===== config.mk =====
export PLATFORM = sky130hd
export DESIGN_NAME = port_a_low_pin_mux
export DESIGN_NICKNAME = d
export VERILOG_FILES = /design/src/design/pad_mux_pkg.sv /design/src/design/pad_sync_if.sv /design/src/design/pad_input_sync.sv /design/src/design/port_a_low_pin_mux.sv
export SDC_FILE = /design/constraint.sdc
export NUM_CORES = 1
export LEC_CHECK = 0
export ABC_AREA = 1
export BUFFER_PORTS_ARGS = -buffer_cell sky130_fd_sc_hd__buf_2
export CORE_ASPECT_RATIO = 0.7
export CORE_MARGIN = 1.5
export CORE_UTILIZATION = 45
export DETAILED_ROUTE_END_ITERATION = 10
export MAX_ROUTING_LAYER = met4
export PLACE_DENSITY = 0.83
export SLEW_MARGIN = 20
export SYNTH_ARGS = -nofsm -noshare
export SYNTH_HDL_FRONTEND = slang
export SYNTH_SLANG_ARGS = --single-unit

===== constraint.sdc =====
create_clock -name REF_CLK -period 0.9 [get_ports REF_CLK]
set_clock_uncertainty 0.05 [all_clocks]
set_input_delay 0 -clock REF_CLK [delete_from_list [all_inputs] [get_ports REF_CLK]]
set_output_delay 0 -clock REF_CLK [all_outputs]
set_load 0.005 [all_outputs]

===== src/design/pad_mux_pkg.sv =====
// Constants, field layouts and encodings for the port A low pad multiplexer
package pad_mux_pkg;
  localparam int PAD_COUNT = 4;
  localparam int CFG_WIDTH = 16;
  localparam int FIELD_WIDTH = 4;
  localparam int REMAP_WIDTH = 8;
  localparam int PIN_SEL_WIDTH = 5;
  localparam int SYNC_STAGES = 2;
  // Remap option bit positions per timer 2 channel
  localparam int REMAP_CH1_BIT = 4;
  localparam int REMAP_CH2_BIT = 5;
  localparam int REMAP_CH3_BIT = 6;
  localparam int REMAP_CH4_BIT = 7;
  // Role bit in the SPI configuration: set means master
  localparam int SPI_MASTER_BIT = 4;
  localparam int SPI_CFG_WIDTH = 8;
  // Pad configuration field encodings
  localparam logic [3:0] CFG_ANALOG = 4'h0;
  localparam logic [3:0] CFG_OUT = 4'h1;
  localparam logic [3:0] CFG_IN = 4'h4;
  localparam logic [3:0] CFG_ALT_OUT = 4'h9;
  localparam logic [3:0] CFG_ALT_OD = 4'hd;
  localparam logic [CFG_WIDTH-1:0] CFG_RESET = 16'h4444;
  // Serial controller mode encodings
  typedef enum logic [1:0] {
    SER_MODE_OFF = 2'h0,
    SER_MODE_UART = 2'h1,
    SER_MODE_SPI = 2'h2,
    SER_MODE_TWI = 2'h3
  } serial_mode_t;
  // Output source chosen for one pad
  typedef enum logic [2:0] {
    SRC_GPIO,
    SRC_TIMER,
    SRC_SPI_OUT,
    SRC_TWI_OD,
    SRC_ANALOG
  } pad_source_t;
endpackage : pad_mux_pkg


===== src/design/pad_sync_if.sv =====
// Carrier between the pad driver and its input synchroniser
`timescale 1ns/1ps
`default_nettype none
interface pad_sync_if #(parameter int WIDTH = 4);
  logic [WIDTH-1:0] raw;
  logic [WIDTH-1:0] synced;
  modport producer (output raw, input synced);
  modport sync (input raw, output synced);
endinterface : pad_sync_if
`default_nettype wire


===== src/design/pad_input_sync.sv =====
// Two flip-flop synchroniser for pad input levels
`timescale 1ns/1ps
`default_nettype none
module pad_input_sync
(
  input wire logic clk,
  input wire logic rst_n,
  pad_sync_if.sync port
);
  import pad_mux_pkg::*;
  logic [$bits(port.raw)-1:0] meta_reg;
  logic [$bits(port.raw)-1:0] sync_reg;

  // First stage is read only by the second
  always_ff @(posedge clk or negedge rst_n)
  begin
    if (!rst_n)
    begin
      meta_reg <= '0;
      sync_reg <= '0;
    end
    else
    begin
      meta_reg <= port.raw;
      sync_reg <= meta_reg;
    end
  end

  assign port.synced = sync_reg;
endmodule : pad_input_sync
`default_nettype wire


===== src/design/port_a_low_pin_mux.sv =====
// Port A low pad multiplexer: GPIO, USB, timer 2, serial controller 2, flex interrupts
`timescale 1ns/1ps
`default_nettype none
module port_a_low_pin_mux
#(
  parameter int DIGITAL_PADS = 32,
  parameter bit USB_FITTED = 1'b1
)
(
  input wire logic REF_CLK,
  input wire logic RESETN,
  input wire logic [pad_mux_pkg::CFG_WIDTH-1:0] PORT_A_LOW_PAD_CONFIG,
  input wire logic [pad_mux_pkg::PAD_COUNT-1:0] GPIO_OUT,
  input wire logic [pad_mux_pkg::REMAP_WIDTH-1:0] TIMER2_REMAP_OPTIONS,
  input wire logic [pad_mux_pkg::PAD_COUNT-1:0] TIMER2_CHANNEL_OUTPUT_ENABLES,
  input wire logic [pad_mux_pkg::PAD_COUNT-1:0] TIMER2_CHANNEL_OUT,
  input wire logic [pad_mux_pkg::SPI_CFG_WIDTH-1:0] SERIAL2_SPI_CONFIG,
  input wire pad_mux_pkg::serial_mode_t SERIAL2_MODE_SELECT,
  input wire logic SERIAL2_SPI_MASTER_OUT,
  input wire logic SERIAL2_SPI_SLAVE_OUT,
  input wire logic SERIAL2_SPI_CLOCK_OUT,
  input wire logic SERIAL2_TWI_DATA_OUT,
  input wire logic SERIAL2_TWI_CLOCK_OUT,
  input wire logic [pad_mux_pkg::PAD_COUNT-1:0] PORT_A_PAD_IN,
  input wire logic [3:0] PORT_B_REMAP_PAD_IN,
  input wire logic [DIGITAL_PADS-1:0] DIGITAL_PAD_IN,
  input wire logic [pad_mux_pkg::PIN_SEL_WIDTH-1:0] FLEX_INTERRUPT_THREE_PIN_SELECT,
  input wire logic [pad_mux_pkg::PIN_SEL_WIDTH-1:0] FLEX_INTERRUPT_FOUR_PIN_SELECT,
  output logic [pad_mux_pkg::PAD_COUNT-1:0] PORT_A_PAD_OUT,
  output logic [pad_mux_pkg::PAD_COUNT-1:0] PORT_A_PAD_OE,
  output logic USB_MINUS_LINE_EN,
  output logic USB_PLUS_LINE_EN,
  output logic [3:0] PORT_B_REMAP_OUT,
  output logic [3:0] PORT_B_REMAP_OE,
  output logic [pad_mux_pkg::PAD_COUNT-1:0] TIMER2_CHANNEL_IN,
  output logic SERIAL2_SPI_MASTER_IN,
  output logic SERIAL2_SPI_SLAVE_IN,
  output logic SERIAL2_SPI_CLOCK_IN,
  output logic SERIAL2_SPI_SLAVE_SELECT_N,
  output logic SERIAL2_TWI_DATA_IN,
  output logic SERIAL2_TWI_CLOCK_IN,
  output logic [pad_mux_pkg::PAD_COUNT-1:0] GPIO_IN,
  output logic FLEX_INTERRUPT_THREE,
  output logic FLEX_INTERRUPT_FOUR
);
  import pad_mux_pkg::*;

  localparam int SYNC_W = PAD_COUNT + 4 + DIGITAL_PADS;

  logic [FIELD_WIDTH-1:0] field [PAD_COUNT];
  logic [PAD_COUNT-1:0] remapped;
  logic [PAD_COUNT-1:0] timer_drive;
  logic [PAD_COUNT-1:0] timer_free;
  logic spi_mode;
  logic twi_mode;
  logic spi_master;
  pad_source_t source [PAD_COUNT];
  logic [PAD_COUNT-1:0] pad_out_next;
  logic [PAD_COUNT-1:0] pad_oe_next;
  logic [3:0] port_b_out_next;
  logic [3:0] port_b_oe_next;
  logic [PAD_COUNT-1:0] pad_in;
  logic [3:0] port_b_in;
  logic [DIGITAL_PADS-1:0] digital_in;
  logic [PAD_COUNT-1:0] timer_in_next;

  // All pad levels are asynchronous to the core and are synchronised together
  pad_sync_if #(.WIDTH(SYNC_W)) pad_sync ();
  assign pad_sync.raw = {DIGITAL_PAD_IN, PORT_B_REMAP_PAD_IN, PORT_A_PAD_IN};
  assign pad_in = pad_sync.synced[PAD_COUNT-1:0];
  assign port_b_in = pad_sync.synced[PAD_COUNT+3:PAD_COUNT];
  assign digital_in = pad_sync.synced[SYNC_W-1:PAD_COUNT+4];

  pad_input_sync u_sync
  (
    .clk(REF_CLK),
    .rst_n(RESETN),
    .port(pad_sync.sync)
  );

  // Timer channel n is index n-1; pad 0..3 carry channels 1,3,4,2
  assign remapped[0] = TIMER2_REMAP_OPTIONS[REMAP_CH1_BIT];
  assign remapped[1] = TIMER2_REMAP_OPTIONS[REMAP_CH2_BIT];
  assign remapped[2] = TIMER2_REMAP_OPTIONS[REMAP_CH3_BIT];
  assign remapped[3] = TIMER2_REMAP_OPTIONS[REMAP_CH4_BIT];

  assign spi_mode = (SERIAL2_MODE_SELECT == SER_MODE_SPI);
  assign twi_mode = (SERIAL2_MODE_SELECT == SER_MODE_TWI);
  assign spi_master = SERIAL2_SPI_CONFIG[SPI_MASTER_BIT];

  // Each pad owns one four-bit field, pad n in the nth nibble
  genvar g;
  generate
    for (g = 0; g < PAD_COUNT; g++)
    begin : g_field
      assign field[g] = PORT_A_LOW_PAD_CONFIG[g*FIELD_WIDTH +: FIELD_WIDTH];
    end
  endgenerate

  // Per pad, does the timer own the alternate output (channel order 1,3,4,2)
  always_comb
  begin
    timer_drive[0] = !remapped[0] && TIMER2_CHANNEL_OUTPUT_ENABLES[0];
    timer_drive[1] = !remapped[2] && TIMER2_CHANNEL_OUTPUT_ENABLES[2];
    timer_drive[2] = !remapped[3] && TIMER2_CHANNEL_OUTPUT_ENABLES[3];
    timer_drive[3] = !remapped[1] && TIMER2_CHANNEL_OUTPUT_ENABLES[1];
    timer_free = ~timer_drive;
  end

  // Source selection; the timer wins over the serial controller on a shared pad
  // An alternate code with the wrong mode or role falls back to GPIO
  always_comb
  begin
    for (int p = 0; p < PAD_COUNT; p++)
    begin
      source[p] = SRC_GPIO;
    end
    if (field[0] == CFG_ANALOG && USB_FITTED)
    begin
      source[0] = SRC_ANALOG;
    end
    else if (field[0] == CFG_ALT_OUT && timer_drive[0])
    begin
      source[0] = SRC_TIMER;
    end
    else if (field[0] == CFG_ALT_OUT && timer_free[0] && spi_mode && spi_master)
    begin
      source[0] = SRC_SPI_OUT;
    end
    if (field[1] == CFG_ANALOG && USB_FITTED)
    begin
      source[1] = SRC_ANALOG;
    end
    else if (field[1] == CFG_ALT_OUT && timer_drive[1])
    begin
      source[1] = SRC_TIMER;
    end
    else if (field[1] == CFG_ALT_OD && timer_free[1] && twi_mode)
    begin
      source[1] = SRC_TWI_OD;
    end
    else if (field[1] == CFG_ALT_OUT && timer_free[1] && spi_mode && !spi_master)
    begin
      source[1] = SRC_SPI_OUT;
    end
    if (field[2] == CFG_ALT_OUT && timer_drive[2])
    begin
      source[2] = SRC_TIMER;
    end
    else if (field[2] == CFG_ALT_OD && timer_free[2] && twi_mode)
    begin
      source[2] = SRC_TWI_OD;
    end
    else if (field[2] == CFG_ALT_OUT && timer_free[2] && spi_mode && spi_master)
    begin
      source[2] = SRC_SPI_OUT;
    end
    if (field[3] == CFG_ALT_OUT && timer_drive[3])
    begin
      source[3] = SRC_TIMER;
    end
  end

  // Output levels and enables per pad
  always_comb
  begin
    for (int p = 0; p < PAD_COUNT; p++)
    begin
      pad_out_next[p] = 1'b0;
      pad_oe_next[p] = 1'b0;
      case (source[p])
        SRC_GPIO:
        begin
          // GPIO drives only when its field says output
          pad_out_next[p] = GPIO_OUT[p];
          pad_oe_next[p] = (field[p] == CFG_OUT);
        end
        SRC_TIMER:
        begin
          pad_oe_next[p] = 1'b1;
          case (p)
            0: pad_out_next[p] = TIMER2_CHANNEL_OUT[0];
            1: pad_out_next[p] = TIMER2_CHANNEL_OUT[2];
            2: pad_out_next[p] = TIMER2_CHANNEL_OUT[3];
            default: pad_out_next[p] = TIMER2_CHANNEL_OUT[1];
          endcase
        end
        SRC_SPI_OUT:
        begin
          pad_oe_next[p] = 1'b1;
          case (p)
            0: pad_out_next[p] = SERIAL2_SPI_MASTER_OUT;
            1: pad_out_next[p] = SERIAL2_SPI_SLAVE_OUT;
            default: pad_out_next[p] = SERIAL2_SPI_CLOCK_OUT;
          endcase
        end
        SRC_TWI_OD:
        begin
          // Open drain: only ever pulls low
          pad_out_next[p] = 1'b0;
          if (p == 1)
          begin
            pad_oe_next[p] = !SERIAL2_TWI_DATA_OUT;
          end
          else
          begin
            pad_oe_next[p] = !SERIAL2_TWI_CLOCK_OUT;
          end
        end
        SRC_ANALOG:
        begin
          // Digital driver released so the USB transceiver owns the pad
          pad_oe_next[p] = 1'b0;
        end
        default:
        begin
          pad_oe_next[p] = 1'b0;
        end
      endcase
    end
  end

  // Port B alternates carry channels 1..4 when remapped
  always_comb
  begin
    for (int c = 0; c < PAD_COUNT; c++)
    begin
      port_b_oe_next[c] = remapped[c] && TIMER2_CHANNEL_OUTPUT_ENABLES[c];
      port_b_out_next[c] = TIMER2_CHANNEL_OUT[c];
    end
  end

  // Capture inputs follow the remap choice
  // A remapped channel ignores its port A pad entirely
  always_comb
  begin
    timer_in_next[0] = remapped[0] ? port_b_in[0] : pad_in[0];
    timer_in_next[1] = remapped[1] ? port_b_in[1] : pad_in[3];
    timer_in_next[2] = remapped[2] ? port_b_in[2] : pad_in[1];
    timer_in_next[3] = remapped[3] ? port_b_in[3] : pad_in[2];
  end

  // Registered so pad enables never glitch while fields are rewritten
  always_ff @(posedge REF_CLK or negedge RESETN)
  begin
    if (!RESETN)
    begin
      PORT_A_PAD_OUT <= '0;
      PORT_A_PAD_OE <= '0;
      PORT_B_REMAP_OUT <= '0;
      PORT_B_REMAP_OE <= '0;
      USB_MINUS_LINE_EN <= 1'b0;
      USB_PLUS_LINE_EN <= 1'b0;
    end
    else
    begin
      PORT_A_PAD_OUT <= pad_out_next;
      PORT_A_PAD_OE <= pad_oe_next;
      PORT_B_REMAP_OUT <= port_b_out_next;
      PORT_B_REMAP_OE <= port_b_oe_next;
      USB_MINUS_LINE_EN <= (source[0] == SRC_ANALOG);
      USB_PLUS_LINE_EN <= (source[1] == SRC_ANALOG);
    end
  end

  // Capture and readback carry the same synchroniser delay
  always_ff @(posedge REF_CLK or negedge RESETN)
  begin
    if (!RESETN)
    begin
      TIMER2_CHANNEL_IN <= '0;
      GPIO_IN <= '0;
    end
    else
    begin
      TIMER2_CHANNEL_IN <= timer_in_next;
      GPIO_IN <= pad_in;
    end
  end

  // Serial inputs idle high when the mode or role does not select the pad
  always_ff @(posedge REF_CLK or negedge RESETN)
  begin
    if (!RESETN)
    begin
      SERIAL2_SPI_MASTER_IN <= 1'b1;
      SERIAL2_SPI_SLAVE_IN <= 1'b1;
      SERIAL2_SPI_CLOCK_IN <= 1'b1;
      SERIAL2_SPI_SLAVE_SELECT_N <= 1'b1;
      SERIAL2_TWI_DATA_IN <= 1'b1;
      SERIAL2_TWI_CLOCK_IN <= 1'b1;
    end
    else
    begin
      SERIAL2_SPI_SLAVE_IN <= (spi_mode && !spi_master) ? pad_in[0] : 1'b1;
      SERIAL2_SPI_MASTER_IN <= (spi_mode && spi_master) ? pad_in[1] : 1'b1;
      SERIAL2_SPI_CLOCK_IN <= (spi_mode && !spi_master) ? pad_in[2] : 1'b1;
      SERIAL2_SPI_SLAVE_SELECT_N <= (spi_mode && !spi_master) ? pad_in[3] : 1'b1;
      SERIAL2_TWI_DATA_IN <= twi_mode ? pad_in[1] : 1'b1;
      SERIAL2_TWI_CLOCK_IN <= twi_mode ? pad_in[2] : 1'b1;
    end
  end

  // Out-of-range selects read low rather than alias onto another pad
  always_ff @(posedge REF_CLK or negedge RESETN)
  begin
    if (!RESETN)
    begin
      FLEX_INTERRUPT_THREE <= 1'b0;
      FLEX_INTERRUPT_FOUR <= 1'b0;
    end
    else
    begin
      FLEX_INTERRUPT_THREE <= (int'(FLEX_INTERRUPT_THREE_PIN_SELECT) < DIGITAL_PADS) ?
        digital_in[FLEX_INTERRUPT_THREE_PIN_SELECT] : 1'b0;
      FLEX_INTERRUPT_FOUR <= (int'(FLEX_INTERRUPT_FOUR_PIN_SELECT) < DIGITAL_PADS) ?
        digital_in[FLEX_INTERRUPT_FOUR_PIN_SELECT] : 1'b0;
    end
  end
endmodule : port_a_low_pin_mux
`default_nettype wire


==> flow_metrics.env, run 1 <==
export IMPL_ir_worst_vdd_mv=1.37
export IMPL_grt_pass1_vias=3855
export IMPL_rsz0062_at_grt="yes"
export IMPL_n_antenna_cell=0
export IMPL_r2r_start="u_sync.port.synced[15]"
export IMPL_drtIter0Drc=190
export IMPL_tritoncts="built"
export IMPL_finalCritPeriodShare=1.26
export IMPL_finalSetupViolCount=41
export IMPL_synth_ff_type="dfrtp_1"
export IMPL_synth_nets=482
export IMPL_syn_cell_area_mm2=0.00406
export IMPL_worst_slew_pin_slew_ps=346
export IMPL_drv_cap=0
export IMPL_h_tree_depth=4
export IMPL_nets=716
export IMPL_start_util=0.473
export IMPL_first_pass_iters=6
export IMPL_grt_pass1_wl_um=17500
export IMPL_final_antenna_net_count=0
export IMPL_reg2reg_depth=8
export IMPL_register_area_mm2=0.00286
export IMPL_post_cts_buffers=0
export IMPL_crit_path_start_kind="primary input"
export IMPL_cp_arrival_ps=1370
export IMPL_layout_common_cells="nand2_1, buf_2, dfrtp_1"
export IMPL_final_common_cell="nand2_1"
export IMPL_numClockSinks=114
export IMPL_hold_violations=3
export IMPL_overflow=0
export IMPL_ys_types=24
export IMPL_place_gp_congestion=0.936
export IMPL_reg2reg_slack_ps=-180
export IMPL_synthMuxAreaShare=0.00278
export IMPL_synthArstFlopShare=1.00
export IMPL_synth_xor_area_frac=0
export IMPL_holdPathEnd="USB_MINUS_LINE_EN"
export IMPL_syn_inst=377
export IMPL_max_slew_margin=0.767
export IMPL_drv_slew=0
export IMPL_finalPower_mw=12.9
export IMPL_core_rowCount=28
export IMPL_cellLeakagePower_nw=3.30
export IMPL_min_path_cells=2
export IMPL_drc=0
export IMPL_synth_edf_count=0
export IMPL_nFillCells=544
export IMPL_cp_max_fo=4
export IMPL_timing_rr_end="FLEX_INTERRUPT_FOUR"
export IMPL_outcome="finished, violations left"
export IMPL_yosys_area_share_adder=0.00617
export IMPL_clk_latency_ps=400
export IMPL_synthSimpleGateAreaFrac=0.210
export IMPL_grt_max_degree=61
export IMPL_cp_data_required_time_ps=1130
export IMPL_antenna_found_initial=0
export IMPL_layout_setup_ws_ps=-234
export IMPL_synth_top_family_by_area="simple AND/OR/NAND/NOR gates"
export IMPL_critPathCaptureType="flip-flop"
export IMPL_routed_wl_um=11800
export IMPL_ys_seq_area_frac=0.705
export IMPL_p_per_area_mw_per_mm2=2000
export IMPL_violations="hold timing, setup timing"
export IMPL_die_w_um=116
export IMPL_yosys_warnings=0
export IMPL_hold_ws_ps=-259
export IMPL_layout_min_cycle_time_ps=1130
export IMPL_core_mm2=0.00858
export IMPL_syn_to_final_growth_pct=59.2
export IMPL_multi_input_area_mm2=0.00107
export IMPL_synth_seq_cells=114
export IMPL_die_y_um=82.4
export IMPL_cts_buffers=17
export IMPL_dr_total_vias=3625
export IMPL_wl_per_cell_um=15.8
export IMPL_drive_gt1_frac=0.332
export IMPL_hold_start="PORT_A_LOW_PAD_CONFIG[1]"
export IMPL_cts_buffer_depth=2
export IMPL_synth_compound_area_share=0.0182
export IMPL_ioPinCount=137
export IMPL_path_clk_slew_ps=50
export IMPL_place_hpwl_um=6500
export IMPL_vias_per_cell=4.88
export IMPL_avgSynthCellArea_um2=10.8
export IMPL_critPathKind="primary input to flip-flop"
export IMPL_io_buffers=125
export IMPL_root_buffer="clkbuf_16"
export IMPL_fmax_mhz=882
export IMPL_die_area_mm2=0.00960
export IMPL_grt_use_total=0.259
export IMPL_hold_class="primary input to flip-flop"
## repair_timing
action                                 CTS  global route
setup endpoints to repair               36            42
pin swaps                               10            13
gates resized for setup                  6            22
hold buffers                            82             5
cloned                                   0             0
endpoints found under the hold margin  180             6
## how the worst max path moves through the flow
stage | from | to | cells past startpoint
floorplan | PORT_A_LOW_PAD_CONFIG[9] | PORT_A_PAD_OE[2] | 7
global placement | PORT_A_LOW_PAD_CONFIG[8] | PORT_A_PAD_OE[2] | 9
detailed placement | PORT_A_LOW_PAD_CONFIG[8] | PORT_A_PAD_OE[2] | 9
CTS | SERIAL2_SPI_MASTER_IN | SERIAL2_SPI_MASTER_IN | 1
global route | TIMER2_REMAP_OPTIONS[5] | PORT_A_PAD_OUT[3] | 5
finish | TIMER2_REMAP_OPTIONS[5] | PORT_A_PAD_OUT[3] | 5
## area by class of cell
| cell class | instances | share of cell area |
|---|---|---|
| Timing Repair Buffer | 223 | 0.258 |
| Sequential cell | 114 | 0.443 |
| Inverter | 39 | 0.0250 |
| Clock buffer | 25 | 0.0752 |
| Clock inverter | 6 | 0.00891 |
| Multi-Input combinational cell | 216 | 0.166 |
| Tap cell | 120 | 0.0233 |
## worst max-delay path: stages
cell	delay, ps
buf_2	90
dlygate4sd3_1	590
nor2_1	160
nand4_1	180
mux2_4	340
## power by group
part / switching (mW) / internal [mW]
clock network: 2.10 / 3.97
logic: 0.649 / 0.661
registers: 0.105 / 5.41
total: 2.85 / 10.0
## routing by layer
layer | track usage | part of all wire | vias up
met5 | - | 0 | -
met3 | 0.0985 | 0.085 | 31
li1 | - | - | 1657
met1 | 0.256 | 0.36 | 1744
met2 | 0.462 | 0.53 | 193
met4 | 0.116 | 0.022 | 0
## per-stage QoR
step | util | setup WS, ps | area, um2 | setup TNS, ps | instances
4_1_cts | 0.744 | -189 | 6380 | -2880 | 746
5_1_grt | 0.752 | -263 | 6460 | -4400 | 743
3_3_place_gp | 0.581 | -295 | 4980 | -900 | 633
3_5_place_dp | 0.581 | -382 | 4980 | -1370 | 633
6_report | 0.752 | -234 | 6460 | -2890 | 743
2_1_floorplan | - | -170 | 4100 | -268 | 377
## cell families (layout without fill, tap and decap cells)
logic type	count (synthesis)	after routing
simple gates	200	200
flops	114	114
buf+inv	47	293
compound gates	13	13
fa+ha+maj	2	2
mux	1	1
## cells in the mapped netlist, drive strengths merged (2+ instances only)
cell type / count / area share
o21ai: 7 / 0.0086
nand3b: 3 / 0.0056
nand4: 2 / 0.0031
dfrtp: 108 / 0.67
nor2: 15 / 0.014
nand3: 56 / 0.069
inv: 39 / 0.039
nor4: 2 / 0.0046
nand2: 120 / 0.11
a31oi: 2 / 0.0031
a21oi: 2 / 0.0025
buf: 8 / 0.019
dfstp: 6 / 0.039
ha: 2 / 0.0062
Power figures use the tool's default switching activity.
==> inputs of run 2 (changes only) <==
ABC_AREA = unset   (was 1)
==> run 2 against run 1 <==
Against the previous run: the run still ends with hold timing, setup timing left; combinational power about the same; via count fell by 11%; wire length shrank 7.5%; clock-buffer cell count decreased by 4; non-clock buffer count rose by 7; synthesized area decreased by 1.5%; worst hold slack improved by 40 ps; fmax shrank 15%; utilization is 0.48 points higher; total power grew 3.0%; largest power group unchanged.
==> flow_metrics.env, run 2 <==
export IMPL_ioPinCount=137
export IMPL_critPathKind="flip-flop to flip-flop"
export IMPL_cp_max_fo=2
export IMPL_internal_power_mw=10.6
export IMPL_final_antenna_net_count=0
export IMPL_path_clk_slew_ps=50
export IMPL_use_met2=0.420
export IMPL_hold_ws_ps=-220
export IMPL_synth_largest_area_cell="dfrtp_1"
export IMPL_synth_top_family_by_area="simple AND/OR/NAND/NOR gates"
export IMPL_nets=622
export IMPL_start_util=0.468
export IMPL_grt_max_degree=26
export IMPL_cts_buffers=17
export IMPL_combPwrFrac=0.101
export IMPL_nFillCells=543
export IMPL_layout_common_cells="buf_2, dfrtp_1, dlygate4sd3_1"
export IMPL_stdcell_area_mm2=0.00647
export IMPL_grt_pass1_wl_um=16700
export IMPL_syn_inst=272
export IMPL_fmax_mhz=747
export IMPL_core_mm2=0.00855
export IMPL_violations="hold timing, setup timing"
export IMPL_die_area_mm2=0.00946
export IMPL_synth_xor_area_frac=0
export IMPL_root_buffer="clkbuf_16"
export IMPL_antenna_found_initial=0
export IMPL_grt_use_total=0.254
export IMPL_synth_seq_cells=114
export IMPL_synth_edf_count=0
export IMPL_place_hpwl_um=6880
export IMPL_cts_buffer_depth=2
export IMPL_synthMuxAreaShare=0.0942
export IMPL_p_per_area_mw_per_mm2=2050
export IMPL_drive_gt1_frac=0.416
export IMPL_layout_min_cycle_time_ps=1340
export IMPL_synth_ff_type="dfrtp_1"
export IMPL_h_tree_depth=4
export IMPL_ys_seq_area_frac=0.716
export IMPL_hold_class="primary input to flip-flop"
export IMPL_finalSetupViolCount=38
export IMPL_core_rowCount=28
export IMPL_pwr_share_clk=0.483
export IMPL_yosys_top_cells_area="dfrtp_1, mux2i_1, dfstp_2"
export IMPL_vias_per_cell=4.98
export IMPL_final_util=0.757
export IMPL_tritoncts="built"
export IMPL_cp_arrival_ps=1560
export IMPL_drc=0
export IMPL_overflow=0
export IMPL_syn_to_final_growth_pct=61.9
export IMPL_syn_cell_area_mm2=0.00400
export IMPL_synth_most_common_cell="dfrtp_1"
export IMPL_slowest_delay_ps=380
export IMPL_cp_cell_sequence="mux2i_1 -> a22oi_1 -> nand3_1 -> nand2_1 -> a311o_1"
export IMPL_synthArstFlopShare=1.00
export IMPL_synth_nets=377
export IMPL_layout_setup_ws_ps=-439
export IMPL_finalNonFillerCells=646
export IMPL_critPathSlowestCell="dfrtp_1"
export IMPL_wl_per_cell_um=16.9
export IMPL_n_antenna_cell=0
export IMPL_path_buf_inv=0
export IMPL_outcome="finished, violations left"
export IMPL_clk_latency_ps=390
export IMPL_yosys_warnings=0
export IMPL_rsz0062_at_grt="yes"
export IMPL_hold_violations=6
export IMPL_numClockSinks=114
export IMPL_dr_total_vias=3216
export IMPL_ys_types=37
export IMPL_yosysTopAreaCellShare=0.676
export IMPL_routed_wl_um=10900
export IMPL_finalCritPeriodShare=1.49
export IMPL_final_common_cell="buf_2"
export IMPL_crit_family="flip-flops"
export IMPL_switching_share=0.205
export IMPL_max_slew_margin=0.749
export IMPL_busiest_layer="met2"
export IMPL_die_w_um=116
export IMPL_use_met3=0.0679
export IMPL_cellLeakagePower_nw=3.12
export IMPL_cp_data_required_time_ps=1120
export IMPL_worst_slew_pin_slew_ps=374
export IMPL_drtIter0Drc=166
export IMPL_die_y_um=81.8
export IMPL_avgSynthCellArea_um2=14.7
export IMPL_grt_pass1_vias=3477
export IMPL_grtUsageMet1=0.290
export IMPL_placed_area_mm2=0.00503
export IMPL_synthSimpleGateAreaFrac=0.113
export IMPL_drv_cap=0
export IMPL_first_pass_iters=6
export IMPL_synth_compound_area_share=0.0535
export IMPL_place_gp_congestion=0.928
export IMPL_crit_path_start_kind="flip-flop"
export IMPL_critPathCaptureType="flip-flop"
export IMPL_p_seq_frac=0.416
export IMPL_power_switching_mw=2.72
export IMPL_drv_slew=0
export IMPL_ir_worst_vdd_mv=1.46
export IMPL_synthTopCellsByCount="dfrtp_1, mux2i_1, nand2_1"
export IMPL_yosys_area_share_adder=0.00626
export IMPL_io_buffers=125
export IMPL_dp_cells=546
export IMPL_finalPower_mw=13.3
## run 2: layer usage
metal / vias up / routed length (um)
met5: - / 0
li1: 1453 / -
met2: 166 / 5610
met3: 36 / 689
met1: 1561 / 4330
met4: 0 / 265
## run 2: worst paths after layout
| path | to | slack [ps] | cells after the start | from |
|---|---|---|---|---|
| min in group asynchronous | PORT_A_PAD_OUT[2] | 20 | 2 | RESETN |
| worst min register to register | u_sync.port.synced[11] | 290 | 0 | u_sync.meta_reg[11] |
| max in group asynchronous | SERIAL2_SPI_SLAVE_SELECT_N | 250 | 3 | RESETN |
| worst min-delay path | USB_MINUS_LINE_EN | -220 | 2 | PORT_A_LOW_PAD_CONFIG[2] |
| worst max-delay path | FLEX_INTERRUPT_THREE | -440 | 5 | u_sync.port.synced[39] |
| worst max register to register | FLEX_INTERRUPT_THREE | -440 | 5 | u_sync.port.synced[39] |
## run 2: timing repair
| item | 4_1_cts | 5_1_grt |
|---|---|---|
| resized for setup | 11 | 19 |
| endpoints found under the hold margin | 176 | 8 |
| endpoints found under the setup margin | 38 | 43 |
| buffers inserted | 1 | 1 |
| pin swaps | 6 | 10 |
| hold buffers | 74 | 1 |
## run 2: final cells by class
type,count,area (um2),share of cell area
Inverter,2,7.51,0.00116
Clock inverter,7,110,0.0170
Sequential cell,114,2860,0.442
Multi-Input combinational cell,152,1170,0.180
Clock buffer,21,460,0.0712
Timing Repair Buffer,230,1720,0.265
Tap cell,120,150,0.0232
## run 2: power by group through the flow
stage | clock network, mW | logic (mW) | registers, mW
after floorplan | 0 | 0.350 | 5.57
after global placement | 0 | 0.965 | 5.58
after detailed placement | 0 | 0.999 | 5.59
after CTS | 6.56 | 1.28 | 5.51
after global routing | 6.83 | 1.45 | 5.54
final | 6.42 | 1.34 | 5.52
## run 2: cells by family (layout without fill, tap and decap cells)
| logic type | after synthesis | count (layout) |
|---|---|---|
| AOI/OAI and AO/OA | 32 | 32 |
| buffers and inverters | 6 | 260 |
| DFF | 114 | 114 |
| and+or+nand+nor | 81 | 81 |
| adders and majority gates | 2 | 2 |
| muxes | 37 | 37 |
## run 2: through the flow
stage	TNS [ps]	setup slack, ps
3_5_place_dp	-3340	-491
5_1_grt	-4180	-482
6_report	-2700	-439
3_3_place_gp	-2840	-384
2_1_floorplan	-882	-241
4_1_cts	-3320	-394
==> inputs of run 3 (changes only) <==
PLACE_DENSITY = 0.8   (was 0.83)
clock period = 1.45 ns   (was 0.9 ns; I/O delays follow)
==> run 3 against run 2 <==
Against the previous run: the flow finishes with violations (setup timing); utilization down 2.6 points; critical path depth up 4; via count down 1.7%; first-iteration DRC count down 13%; largest power group unchanged; highest routed layer unchanged.
==> flow_metrics.env, run 3 (synthesis gave the netlist of run 2 again) <==
export IMPL_drtIter0Drc=144
export IMPL_ioPinCount=137
export IMPL_core_rowCount=28
export IMPL_drv_slew=0
export IMPL_finalSetupViolCount=1
export IMPL_layout_min_cycle_time_ps=1490
export IMPL_cp_data_required_time_ps=1680
export IMPL_place_hpwl_um=5680
export IMPL_register_area_mm2=0.00286
export IMPL_wl_met2_um=5110
export IMPL_die_y_um=81.8
export IMPL_layout_setup_ws_ps=-36.4
export IMPL_setup_tns_ps=-36.4
export IMPL_n_antenna_cell=0
export IMPL_die_w_um=116
export IMPL_worst_slew_pin_slew_ps=583
export IMPL_antenna_found_initial=0
export IMPL_first_pass_iters=4
export IMPL_final_antenna_net_count=0
export IMPL_fmax_mhz=673
export IMPL_switching_share=0.216
export IMPL_final_common_cell="buf_2"
export IMPL_outcome="finished, violations left"
export IMPL_grt_pass1_vias=3331
export IMPL_hold_class="primary input to flip-flop"
export IMPL_core_mm2=0.00855
export IMPL_cp_max_fo=4
export IMPL_wl_per_cell_um=16.0
export IMPL_ir_worst_vdd_mv=0.786
export IMPL_io_buffers=125
export IMPL_cp_cell_sequence="dlygate4sd3_1 -> buf_2 -> and3_1 -> nand2_2 -> inv_1 -> ha_2 -> a22o_1 -> a31oi_1 -> a21oi_1"
export IMPL_cts_buffer_depth=2
export IMPL_hold_violations=0
export IMPL_overflow=0
export IMPL_crit_family="buffers and inverters"
export IMPL_clk_latency_ps=400
export IMPL_multi_input_area_mm2=0.00109
export IMPL_place_gp_congestion=0.822
export IMPL_slowest_delay_ps=530
export IMPL_critPathKind="primary input to flip-flop"
export IMPL_combPwrFrac=0.093
export IMPL_layout_common_cells="buf_2, dfrtp_1, dlygate4sd3_1"
export IMPL_root_buffer="clkbuf_16"
export IMPL_numClockSinks=114
export IMPL_p_per_area_mw_per_mm2=1280
export IMPL_finalCritPeriodShare=1.03
export IMPL_tritoncts="built"
export IMPL_met3WireLength_um=797
export IMPL_nFillCells=565
export IMPL_drv_cap=0
export IMPL_internal_power_mw=6.28
export IMPL_grt_pass1_wl_um=15300
export IMPL_vias_per_cell=4.96
export IMPL_highest_layer="met4"
export IMPL_max_slew_margin=0.612
export IMPL_violations="setup timing"
export IMPL_cts_buffers=17
export IMPL_die_area_mm2=0.00946
export IMPL_pwr_share_clk=0.481
export IMPL_h_tree_depth=4
export IMPL_grt_use_total=0.230
export IMPL_pre_cts_slack_ps=29.8
export IMPL_cp_arrival_ps=1710
export IMPL_dr_total_vias=3161
export IMPL_cellLeakagePower_nw=3.01
export IMPL_critPathCaptureType="flip-flop"
export IMPL_start_util=0.468
export IMPL_path_buf_inv=3
export IMPL_routed_wl_um=10200
export IMPL_path_clk_slew_ps=50
export IMPL_drc=0
export IMPL_grt_max_degree=115
export IMPL_drive_gt1_frac=0.344
export IMPL_p_seq_frac=0.426
export IMPL_syn_to_final_growth_pct=56.4
export IMPL_crit_path_start_kind="primary input"
export IMPL_critPathSlowestCell="dlygate4sd3_1"
export IMPL_power_switching_mw=1.73
export IMPL_nets=609
export IMPL_m1WireLength_um=3980
run 3: changes by cell type in the layout (fill, tap and decap cells not counted), sizes merged, moves of 2 or more:
cell / delta
buf: -29
clkinvlp: +2
clkinv: +2
dlygate4sd3: +14
dlymetal6s4s: +2
run 3: cell type report:
| type | instances | area share |
|---|---|---|
| flip-flops and latches | 114 | 0.458 |
| repair buffers | 217 | 0.254 |
| multi-input cells | 152 | 0.174 |
| clock buffers | 22 | 0.0711 |
| well taps | 120 | 0.0240 |
| clock inverters | 10 | 0.0180 |
| inverters | 2 | 0.00120 |
run 3: metal layers:
| layer | GRT usage | up-vias |
|---|---|---|
| met5 | - | - |
| met4 | 0.123 | 0 |
| met3 | 0.0790 | 36 |
| met2 | 0.381 | 145 |
| met1 | 0.249 | 1543 |
| li1 | - | 1437 |
run 3: stage by stage:
stage                      util  std cells  area, um2  power, mW  hold WS, ps
final                     0.731        637       6250       8.01         45.3
after global routing      0.731        637       6250       8.34         22.6
after CTS                 0.727        637       6210       8.07         5.33
after detailed placement  0.561        519       4790       4.00         59.3
after global placement    0.561        519       4790       3.98         57.8
after floorplan               -        272       4000       3.67         -346
run 3: final timing paths:
check                                         to  cells after the start  slack (ps)                       from
setup / recovery               PORT_A_PAD_OUT[2]                      9         -40  PORT_A_LOW_PAD_CONFIG[11]
hold / removal                 PORT_A_PAD_OUT[1]                      4          50     SERIAL2_MODE_SELECT[1]
setup reg to reg            FLEX_INTERRUPT_THREE                      5         150     u_sync.port.synced[31]
hold reg to reg            u_sync.port.synced[5]                      0         300         u_sync.meta_reg[5]
max in group asynchronous    u_sync.meta_reg[20]                      3         730                     RESETN
min in group asynchronous    u_sync.meta_reg[31]                      3         160                     RESETN
run 3: repair_timing:
| action | 4_1_cts | 5_1_grt |
|---|---|---|
| gates resized for setup | 0 | 13 |
| endpoints found under the hold margin | 175 | 1 |
| hold buffers | 86 | 1 |
| setup endpoints to repair | 0 | 6 |
| setup buffers | 0 | 1 |
run 3: power groups by stage:
stage	registers [mW]	clock network [mW]	logic, mW
4_1_cts	3.42	3.94	0.714
3_5_place_dp	3.47	0	0.537
5_1_grt	3.43	4.10	0.813
2_1_floorplan	3.46	0	0.211
6_report	3.42	3.85	0.745
3_3_place_gp	3.46	0	0.521
run 3: worst min-delay path, stage by stage:
cell and delay, ps:
buf_2 140, or4b_1 170, nand3_1 70, nand3_1 80
